[config.mk]
export PLATFORM = sky130hd
export DESIGN_NAME = ctc_host
export DESIGN_NICKNAME = d
export VERILOG_FILES = /design/src/hdl/ctc_pkg.sv /design/src/hdl/ctc_timer.sv /design/src/hdl/ctc_host.sv
export SDC_FILE = /design/constraint.sdc
export NUM_CORES = 1
export LEC_CHECK = 0
export BUFFER_PORTS_ARGS = -buffer_cell sky130_fd_sc_hd__buf_2
export CORE_MARGIN = 8
export CORE_UTILIZATION = 49
export CTS_BUF_LIST = sky130_fd_sc_hd__clkbuf_4 sky130_fd_sc_hd__clkbuf_8
export CTS_CLUSTER_DIAMETER = 80
export DETAILED_ROUTE_END_ITERATION = 16
export PLACE_DENSITY = 0.78
export SLEW_MARGIN = 20
export SYNTH_ARGS = -nofsm -noshare
export SYNTH_HDL_FRONTEND = slang
export SYNTH_SLANG_ARGS = --single-unit
[constraint.sdc]
create_clock -name CLK -period 2.13 [get_ports CLK]
set_input_delay 0.213 -clock CLK [delete_from_list [all_inputs] [get_ports CLK]]
set_output_delay 0.213 -clock CLK [all_outputs]
set_load 0.02 [all_outputs]
[src/hdl/ctc_pkg.sv]
// ctc_pkg: constants for the tag comparator controller
// assumes a 200 MHz clock; timings taken for the fastest speed grade
package ctc_pkg;
  localparam int          CLK_PERIOD_NS = 5;
  localparam int          ADDR_W        = 13;
  localparam int          DATA_W        = 8;
  localparam int          NUM_WORDS     = 8192;
  // device timings in ns, clear duty limit in percent
  localparam int          T_CLEAR_NS    = 65;
  localparam int          T_CLR_REC_NS  = 5;
  localparam int          T_WRITE_NS    = 30;
  localparam int          T_DATA_SU_NS  = 15;
  localparam int          T_DATA_HLD_NS = 2;
  localparam int          T_CYCLE_NS    = 35;
  localparam int          T_ACCESS_NS   = 35;
  localparam int          T_MATCH_NS    = 37;
  localparam int          T_OE_MATCH_NS = 25;
  localparam int          T_CLR_DUTY_PC = 10;
  // least times round up
  localparam int          CY_CLEAR      = (T_CLEAR_NS + CLK_PERIOD_NS - 1) / CLK_PERIOD_NS;
  localparam int          CY_CLR_REC    = (T_CLR_REC_NS + CLK_PERIOD_NS - 1) / CLK_PERIOD_NS;
  localparam int          CY_WRITE      = (T_WRITE_NS + CLK_PERIOD_NS - 1) / CLK_PERIOD_NS;
  localparam int          CY_DATA_HLD   = (T_DATA_HLD_NS + CLK_PERIOD_NS - 1) / CLK_PERIOD_NS;
  localparam int          CY_CYCLE      = (T_CYCLE_NS + CLK_PERIOD_NS - 1) / CLK_PERIOD_NS;
  localparam int          CY_ACCESS     = (T_ACCESS_NS + CLK_PERIOD_NS - 1) / CLK_PERIOD_NS + 1;
  localparam int          CY_MATCH      = (T_MATCH_NS + CLK_PERIOD_NS - 1) / CLK_PERIOD_NS + 1;
  localparam int          CY_OE_MATCH   = (T_OE_MATCH_NS + CLK_PERIOD_NS - 1) / CLK_PERIOD_NS;
  // clear at most 10 percent of the time: idle nine clear lengths after one
  localparam int          CY_CLR_GAP    = CY_CLEAR * (100 - T_CLR_DUTY_PC) / T_CLR_DUTY_PC;
  localparam int          CNT_W         = 8;
  typedef enum logic [2:0] {OP_NONE, OP_READ, OP_WRITE, OP_COMPARE, OP_CLEAR} ctc_op_e;
endpackage

[src/hdl/ctc_timer.sv]
// ctc_timer: loadable down counter marking when a phase has lasted long enough
// assumes load values fit in CNT_W bits
`timescale 1ns/10ps
`default_nettype none
module ctc_timer
  import ctc_pkg::*;
(
  input  wire logic             clk,
  input  wire logic             arst_n,
  input  wire logic             load,
  input  wire logic [CNT_W-1:0] value,
  output logic                  done
);
  logic [CNT_W-1:0] cnt_q;

  always_ff @(posedge clk or negedge arst_n)
  begin
    if (!arst_n)
      cnt_q <= '0;
    else if (load)
      cnt_q <= value;
    else if (cnt_q != '0)
      cnt_q <= cnt_q - 1'b1;
  end

  // no path from load: callers build load from done, which would loop
  assign done = (cnt_q == '0);
endmodule
`default_nettype wire

[src/hdl/ctc_host.sv]
// ctc_host: controller driving an 8K x 8 cache tag comparator SRAM over its pins
// assumes device pins are synchronous to CLK and board delays are below a cycle
//
// Behaviour
// - hold clear low 65 ns, 10% duty
// - wait 5 ns after clear before write
// - write enable high while address changes
// - address and strobe at least 30 ns
// - data 15 ns before end, 2 ns after
// - write recovery at least 0 ns
// - never drive data while device drives
`timescale 1ns/10ps
`default_nettype none
module ctc_host
  import ctc_pkg::*;
(
  input  wire logic              CLK,
  input  wire logic              ARST_N,
  // user side
  input  wire logic              REQ_VALID,
  output logic                   REQ_READY,
  input  wire logic [2:0]        REQ_OP,
  input  wire logic [ADDR_W-1:0] REQ_ADDR,
  input  wire logic [DATA_W-1:0] REQ_DATA,
  output logic                   RSP_VALID,
  output logic [DATA_W-1:0]      RSP_DATA,
  output logic                   RSP_HIT,
  // device pins
  output logic [ADDR_W-1:0]      MEM_ADDR,
  output logic                   MEM_CS_N,
  output logic                   MEM_OE_N,
  output logic                   MEM_WE_N,
  output logic                   MEM_CLEAR_N,
  input  wire logic [DATA_W-1:0] MEM_DQ_I,
  output logic [DATA_W-1:0]      MEM_DQ_O,
  output logic                   MEM_DQ_OE,
  input  wire logic              MEM_MATCH
);
  // ==========================================================
  // state
  typedef enum logic [2:0] {ST_IDLE, ST_SETUP, ST_STROBE, ST_HOLD, ST_WAIT,
                            ST_CLEAR, ST_RECOVER} ctc_state_e;

  ctc_state_e        state_q;
  ctc_op_e           op_q;
  logic [ADDR_W-1:0] addr_q;
  logic [DATA_W-1:0] wdata_q;
  logic              cs_n_q;
  logic              oe_n_q;
  logic              we_n_q;
  logic              clr_n_q;
  logic              dq_oe_q;
  logic              rsp_valid_q;
  logic [DATA_W-1:0] rsp_data_q;
  logic              rsp_hit_q;
  logic              tmr_load;
  logic [CNT_W-1:0]  tmr_value;
  logic              tmr_done;
  logic              gap_load;
  logic              gap_done;

  function automatic logic [CNT_W-1:0] cy(input int n);
    cy = CNT_W'(n);
  endfunction

  ctc_timer u_phase (
    .clk    (CLK),
    .arst_n (ARST_N),
    .load   (tmr_load),
    .value  (tmr_value),
    .done   (tmr_done)
  );

  // separate counter so clear duty does not stall ordinary cycles
  ctc_timer u_clr_gap (
    .clk    (CLK),
    .arst_n (ARST_N),
    .load   (gap_load),
    .value  (cy(CY_CLR_GAP)),
    .done   (gap_done)
  );

  wire logic req_op_clear = (REQ_OP == 3'(OP_CLEAR));
  wire logic accept = (state_q == ST_IDLE) && REQ_VALID && (!req_op_clear || gap_done);

  assign REQ_READY = (state_q == ST_IDLE) && (!req_op_clear || gap_done);
  // gap counted from the end of the pulse so low time stays a tenth of the period
  assign gap_load  = (state_q == ST_CLEAR) && tmr_done;

  // ==========================================================
  // sequencer
  always_comb
  begin
    tmr_load  = 1'b0;
    tmr_value = '0;
    case (state_q)
      ST_IDLE:
      begin
        tmr_load = accept;
        if (REQ_OP == 3'(OP_CLEAR))
          // one short: the accepting edge already drives clear low
          tmr_value = cy(CY_CLEAR - 1);
        else if (REQ_OP == 3'(OP_WRITE))
          tmr_value = cy(1);
        else if (REQ_OP == 3'(OP_READ))
          tmr_value = cy(CY_ACCESS);
        else
          tmr_value = cy(CY_MATCH);
      end
      ST_SETUP:
      begin
        tmr_load  = tmr_done;
        tmr_value = cy(CY_WRITE);
      end
      ST_STROBE:
      begin
        tmr_load  = tmr_done;
        tmr_value = cy(CY_DATA_HLD);
      end
      ST_HOLD:
      begin
        tmr_load  = tmr_done;
        // select low spans setup, strobe and hold, already past the cycle minimum
        tmr_value = cy((CY_CYCLE > CY_WRITE + 3) ? CY_CYCLE - CY_WRITE - 2 : 1);
      end
      ST_CLEAR:
      begin
        tmr_load  = tmr_done;
        tmr_value = cy(CY_CLR_REC);
      end
      default:
      begin
        tmr_load  = 1'b0;
        tmr_value = '0;
      end
    endcase
  end

  always_ff @(posedge CLK or negedge ARST_N)
  begin
    if (!ARST_N)
      state_q <= ST_IDLE;
    else
      case (state_q)
        ST_IDLE:
          if (accept)
            state_q <= req_op_clear ? ST_CLEAR :
                       (REQ_OP == 3'(OP_WRITE)) ? ST_SETUP : ST_WAIT;
        ST_SETUP:   if (tmr_done) state_q <= ST_STROBE;
        ST_STROBE:  if (tmr_done) state_q <= ST_HOLD;
        ST_HOLD:    if (tmr_done) state_q <= ST_RECOVER;
        ST_WAIT:    if (tmr_done) state_q <= ST_IDLE;
        ST_CLEAR:   if (tmr_done) state_q <= ST_RECOVER;
        ST_RECOVER: if (tmr_done) state_q <= ST_IDLE;
        default:    state_q <= ST_IDLE;
      endcase
  end

  always_ff @(posedge CLK or negedge ARST_N)
  begin
    if (!ARST_N)
    begin
      op_q    <= OP_NONE;
      addr_q  <= '0;
      wdata_q <= '0;
    end
    else if (accept)
    begin
      // address only moves in idle, where write enable is high
      op_q    <= ctc_op_e'(REQ_OP);
      addr_q  <= REQ_ADDR;
      wdata_q <= REQ_DATA;
    end
  end

  // ==========================================================
  // pin drive
  always_ff @(posedge CLK or negedge ARST_N)
  begin
    if (!ARST_N)
    begin
      cs_n_q  <= 1'b1;
      oe_n_q  <= 1'b1;
      we_n_q  <= 1'b1;
      clr_n_q <= 1'b1;
      dq_oe_q <= 1'b0;
    end
    else
    begin
      clr_n_q <= !(state_q == ST_IDLE ? (accept && req_op_clear)
                                      : (state_q == ST_CLEAR && !tmr_done));
      // chip select asserted with the address so late-select float never applies
      cs_n_q  <= !(state_q == ST_IDLE ? (accept && !req_op_clear)
                   : (state_q == ST_SETUP || state_q == ST_STROBE || state_q == ST_WAIT
                      || (state_q == ST_HOLD && !tmr_done)));
      oe_n_q  <= !(state_q == ST_IDLE ? (accept && REQ_OP == 3'(OP_READ))
                   : (state_q == ST_WAIT && op_q == OP_READ));
      we_n_q  <= !((state_q == ST_SETUP && tmr_done)
                   || (state_q == ST_STROBE && !tmr_done));
      // drive data in write and compare phases, oe is high there so device never drives
      dq_oe_q <= (state_q == ST_SETUP) || (state_q == ST_STROBE)
                 || (state_q == ST_WAIT && op_q != OP_READ)
                 || (state_q == ST_IDLE && accept && !req_op_clear
                     && REQ_OP != 3'(OP_READ));
    end
  end

  assign MEM_ADDR    = addr_q;
  assign MEM_CS_N    = cs_n_q;
  assign MEM_OE_N    = oe_n_q;
  assign MEM_WE_N    = we_n_q;
  assign MEM_CLEAR_N = clr_n_q;
  assign MEM_DQ_O    = wdata_q;
  assign MEM_DQ_OE   = dq_oe_q;

  // ==========================================================
  // response capture at end of wait, after access or compare time
  always_ff @(posedge CLK or negedge ARST_N)
  begin
    if (!ARST_N)
    begin
      rsp_valid_q <= 1'b0;
      rsp_data_q  <= '0;
      rsp_hit_q   <= 1'b0;
    end
    else
    begin
      rsp_valid_q <= (state_q == ST_WAIT) && tmr_done;
      if ((state_q == ST_WAIT) && tmr_done)
      begin
        rsp_data_q <= (op_q == OP_READ) ? MEM_DQ_I : wdata_q;
        // released open-drain line reads high: match; unused codes act as compare
        rsp_hit_q  <= (op_q != OP_READ) && MEM_MATCH;
      end
    end
  end

  assign RSP_VALID = rsp_valid_q;
  assign RSP_DATA  = rsp_data_q;
  assign RSP_HIT   = rsp_hit_q;
endmodule
`default_nettype wire

==> flow_metrics.tcl, run 1 <==
set metrics [dict create \
    hold_violations 0 \
    reg2reg_depth 7 \
    required_ns 1.92 \
    vias 2170 \
    ctsHoldBuffers 0 \
    io_buffers 72 \
    slew_headroom 0.5260 \
    final_common_cell "buf_2" \
    place_area_um2 3356 \
    yosysSeqAreaShare 0.5144 \
    remaining_drc_errors 0 \
    p_per_area_nw_per_um2 640.2 \
    cts-root-buf "clkbuf_8" \
    syn_area_per_cell_um2 11.42 \
    rsz0062_at_grt "no" \
    synthTopCellsByArea "dfrtp_1, mux2_2, mux2_4" \
    p_leak_nw 1.830 \
    initial_core_util 0.5111 \
    ant_nets 0 \
    die_h_um 92.02 \
    ys_seq_elements 58 \
    htreeDepth 3 \
    fin_area_um2 3591 \
    nets 376 \
    grt_pass1_vias 2298 \
    synth_top_area_frac 0.4772 \
    setup_viol 0 \
    mostFrequentLayoutCells "buf_2, dfrtp_1, nand2_1" \
    tritoncts "built" \
    clk_latency_ns 0.33 \
    worstSetupEndpointType "output port" \
    postSynth.asyncResetShare 1.000 \
    grt_use_total 0.1519 \
    initialDrtViolationCount 100 \
    grt_max_degree 59 \
    arrival_ns 1.84 \
    yosys_warnings 0 \
    num_rows 27 \
    whs_ns 0.02267 \
    cts_buffer_depth 2 \
    synth_ff_type "dfrtp_1" \
    crit_type "reg2out" \
    place_congestion 0.8503 \
    max_freq_ghz 0.4877 \
    period_share 0.9626 \
    layout_min_cycle_time_ns 2.050 \
    status "finished clean" \
    synth_top_cell_by_area "dfrtp_1" \
    cts_buffers 9 \
    start_kind "flip-flop" \
    area_delta_synth_final_pct 26.82 \
    drv_cap 0 \
    core_um2 5540 \
    maxSlewViolCount 0 \
    io_pins 73 \
    clock-sinks 58 \
    path_clk_slew_ns 0.07 \
    n_antenna_cell 0 \
    hold_path.class "in2async" \
    die_area_um2 8467 \
    worstMarginPinSlew_ns 0.6931 \
    dr.pass1.iters 4 \
    layout-drive-gt1-share 0.4240 \
    syn_area_um2 2831 \
    overflow 0 \
    antenna_found_initial 0 \
    fin_skew_ns 0.008449 \
    netlist-cell-type-count 53 \
    crit_fanout 5 \
    grt_pass1_wl_mm 10.52 \
    syn_inst 248 \
    dieWidth_um 92.02 \
    syn-num-nets 287 \
    synth_edf_count 0 \
    via_per_inst 5.242 \
    fin_tns_setup_ns 0 \
    post_cts_buffers 0 \
    wl_per_cell_um 15.28 \
    dp_hpwl_mm 4.649 \
    ir_worst_vdd_mv 0.3823 \
    wl_mm 6.326 \
]
==> what timing repair did <==
item	in CTS	in global routing
setup endpoints to repair	0	2
resized for setup	0	3
hold endpoints to repair	0	0
==> power breakdown <==
| part | internal (mW) | switching [mW] | total [mW] |
|---|---|---|---|
| clock network | 0.699 | 0.429 | 1.13 |
| registers | 1.10 | 0 | 1.10 |
| logic | 0.0303 | 0.0383 | 0.0686 |
==> flip-flops by register name (all words and copies together) (netlist names) <==
signal	flops
RSP_DATA	8
RSP_HIT	1
MEM_CS_N	1
MEM_DQ_O	8
RSP_VALID	1
MEM_ADDR	13
u_phase.cnt_q	8
MEM_WE_N	1
MEM_DQ_OE	1
state_q	3
op_q	3
MEM_OE_N	1
MEM_CLEAR_N	1
u_clr_gap.cnt_q	8
==> worst paths after layout <==
kind	start	endpoint	slack, ns
max	u_clr_gap.cnt_q[0]	REQ_READY	0.08
min	ARST_N	MEM_DQ_O[0]	0.02
max reg2reg	u_clr_gap.cnt_q[0]	u_clr_gap.cnt_q[5]	0.11
min reg2reg	RSP_DATA[6]	RSP_DATA[6]	0.49
max in group asynchronous	ARST_N	MEM_ADDR[2]	1.64
min in group CLK	REQ_ADDR[1]	MEM_ADDR[1]	0.11
==> logic make-up (layout without fill, tap and decap cells) <==
family          count (synthesis)  in the layout  synth area share
flops                          58             58            0.5144
xor+xnor                        9              9           0.02784
mux                            38             38            0.1582
fa+ha+maj                       3              3           0.01326
simple gates                   74             74            0.1423
compound gates                 48             48            0.1109
buf+inv                        18            112           0.03314
==> critical path: stages (launching register included) <==
cell     delay [ns]
dfrtp_1        0.39
inv_2          0.06
ha_1           0.20
nor3b_4        0.16
a21oi_4        0.18
buf_4          0.16
and2b_2        0.22
buf_2          0.15
==> layout make-up <==
cell class	count	area, um^2
clock buffer	11	145.1
clock inverter	5	77.57
fill	449	1949
inverter	8	30.03
multi-input combinational	172	1299
sequential	58	1456
tap	72	90.09
timing repair buffer	88	493.0
==> routing by layer <==
layer  GRT usage  up-vias  part of all wire
met2      0.2527       68              0.50
met4     0.05772        0             0.013
met3     0.05216       11             0.071
li1            -     1058                 -
met5           0        -                 0
met1      0.1766     1033              0.42
==> synthesized netlist by cell type (3+ instances only) <==
master     n
o21ai_0   16
nor2_1    13
mux2_4    10
nor3_1     6
nand2b_1   5
dfstp_2    4
inv_1      8
a211oi_1   4
clkbuf_1   5
mux2_2    14
ha_1       3
nor2b_1    6
a21oi_1   10
dfrtp_1   54
nor3b_1    3
nand2_1   23
xnor2_1    8
mux2i_1   14
==> through the flow <==
| stage | total power [mW] | setup slack (ns) | utilization | std cells |
|---|---|---|---|---|
| 5_1_grt | 2.377 | 0.001216 | 0.6481 | 414 |
| 2_1_floorplan | 1.133 | 0.08756 | - | 248 |
| 3_3_place_gp | 1.191 | 0.2596 | 0.6057 | 398 |
| 6_report | 2.299 | 0.07972 | 0.6481 | 414 |
| 4_1_cts | 2.324 | 0.02534 | 0.6459 | 414 |
| 3_5_place_dp | 1.193 | 0.1408 | 0.6057 | 398 |
(Power assumes the default switching activity.)
==> inputs of run 2 (changes only) <==
Settings changed: SETUP_SLACK_MARGIN set to 0.1.
==> flow_metrics.tcl, run 2 (synthesized netlist as in run 1, its figures left out) <==
set metrics [dict create \
    status "finished clean" \
    reg2reg_depth 7 \
    arrival_ns 1.74 \
    start_kind "flip-flop" \
    io_pins 73 \
    required_ns 1.92 \
    overflow 0 \
    initialDrtViolationCount 146 \
    p_per_area_nw_per_um2 614.6 \
    rsz0062_at_grt "no" \
    r2r-end "u_clr_gap.cnt_q[5]" \
    dr.pass1.iters 4 \
    layout_min_cycle_time_ns 1.951 \
    grt_pass1_wl_mm 10.45 \
    wl_mm 6.338 \
    crit_chain "inv_2, ha_1, nor3b_4, a21oi_4, and2b_2, buf_6" \
    remaining_drc_errors 0 \
    grt_use_total 0.1540 \
    worstReg2RegStart "u_clr_gap.cnt_q[0]" \
    cts-root-buf "clkbuf_8" \
    area_delta_synth_final_pct 25.63 \
    multi_input_area_um2 1297 \
    hold_path.class "in2async" \
    clock-sinks 58 \
    fill_cells 449 \
    ir_worst_vdd_mv 0.4452 \
    final_common_cell "buf_2" \
    via_per_inst 5.296 \
    crit_slowest_cell "dfrtp_1" \
    io_buffers 72 \
    ctsHoldBuffers 0 \
    num_rows 27 \
    clk_latency_ns 0.34 \
    core_um2 5540 \
    grt_max_degree 59 \
    htreeDepth 3 \
    grt_pass1_vias 2288 \
    antenna_found_initial 0 \
    setup_viol 0 \
    die_area_um2 8467 \
    fin_skew_ns 0.01407 \
    regArea_um2 1456 \
    period_share 0.9160 \
    n_antenna_cell 0 \
    r2r_slack_ns 0.24 \
    place_congestion 0.8869 \
    crit_type "reg2out" \
    post_cts_buffers 0 \
    critPathMaxStageDelay_ns 0.40 \
    dp_hpwl_mm 4.728 \
    ant_nets 0 \
    cts_buffers 9 \
    p_leak_nw 1.810 \
    fin_tns_setup_ns 0 \
    cts_buffer_depth 2 \
    mostFrequentLayoutCells "buf_2, dfrtp_1, nand2_1" \
    worstMarginPinSlew_ns 0.7161 \
    path_clk_slew_ns 0.07 \
    worstSetupEndpointType "output port" \
    vias 2182 \
    nets 374 \
    largest_reg_flops 13 \
    wl_per_cell_um 15.38 \
    dieWidth_um 92.02 \
    crit_fanout 7 \
    drv_cap 0 \
    tritoncts "built" \
    maxSlewViolCount 0 \
    layout-drive-gt1-share 0.4206 \
    die_h_um 92.02 \
    total_power_mw 2.186 \
    hold_violations 0 \
    initial_core_util 0.5111 \
    max_freq_ghz 0.5126 \
    slew_headroom 0.5226 \
]
-- run 2: metrics by stage --
| step | util | worst slack [ns] | cells | hold slack [ns] | area (um^2) |
|---|---|---|---|---|---|
| global placement | 0.6041 | 0.2451 | 396 | 0.3983 | 3347 |
| floorplan | - | 0.1732 | 248 | -0.08259 | 2838 |
| global route | 0.6421 | 0.1045 | 412 | 0.08516 | 3557 |
| detailed placement | 0.6041 | 0.1613 | 396 | 0.3997 | 3347 |
| finish | 0.6421 | 0.1790 | 412 | 0.01991 | 3557 |
| CTS | 0.6400 | 0.1170 | 412 | 0.02955 | 3546 |
-- run 2: critical path: cells and delay by family (launching register included) --
| family | cells | cell delay, ns |
|---|---|---|
| and+or+nand+nor | 2 | 0.42 |
| DFF | 1 | 0.40 |
| buffers and inverters | 2 | 0.19 |
| adders and majority gates | 1 | 0.19 |
| AOI/OAI and AO/OA | 1 | 0.20 |
-- run 2: report_power, final --
| group | switching [mW] | total [mW] | internal, mW |
|---|---|---|---|
| Combinational | 0.0391 | 0.0694 | 0.0303 |
| Sequential | 0 | 1.10 | 1.10 |
| Clock | 0.435 | 1.01 | 0.580 |
| Total | 0.474 | 2.19 | 1.71 |
-- run 2: how the worst max path moves through the flow --
stage,from,to,cells after the start
after floorplan,u_clr_gap.cnt_q[0],MEM_ADDR[10],8
after global placement,REQ_OP[1],MEM_ADDR[0],6
after detailed placement,u_phase.cnt_q[0],u_phase.cnt_q[2],6
after CTS,u_clr_gap.cnt_q[0],REQ_READY,6
after global routing,u_clr_gap.cnt_q[0],REQ_READY,6
final,u_clr_gap.cnt_q[0],REQ_READY,6
-- run 2: final cells by class --
| class | instances | share of cell area |
|---|---|---|
| Timing Repair Buffer | 86 | 0.1361 |
| Inverter | 8 | 0.008442 |
| Clock inverter | 5 | 0.01512 |
| Multi-Input combinational cell | 172 | 0.3648 |
| Tap cell | 72 | 0.02533 |
| Sequential cell | 58 | 0.4094 |
| Clock buffer | 11 | 0.04080 |
-- run 2: layer usage --
layer  routed length (um)  up-vias  global-route usage
met5                    0        -                   0
met4                   85        0             0.06309
met3                  579        9             0.07335
met2                 3038       75              0.2437
met1                 2634     1053              0.1751
li1                     -     1045                   -
-- run 2: timing repair --
action | 4_1_cts | 5_1_grt
gates resized for setup | 0 | 4
setup endpoints to repair | 0 | 4
endpoints found under the hold margin | 0 | 0
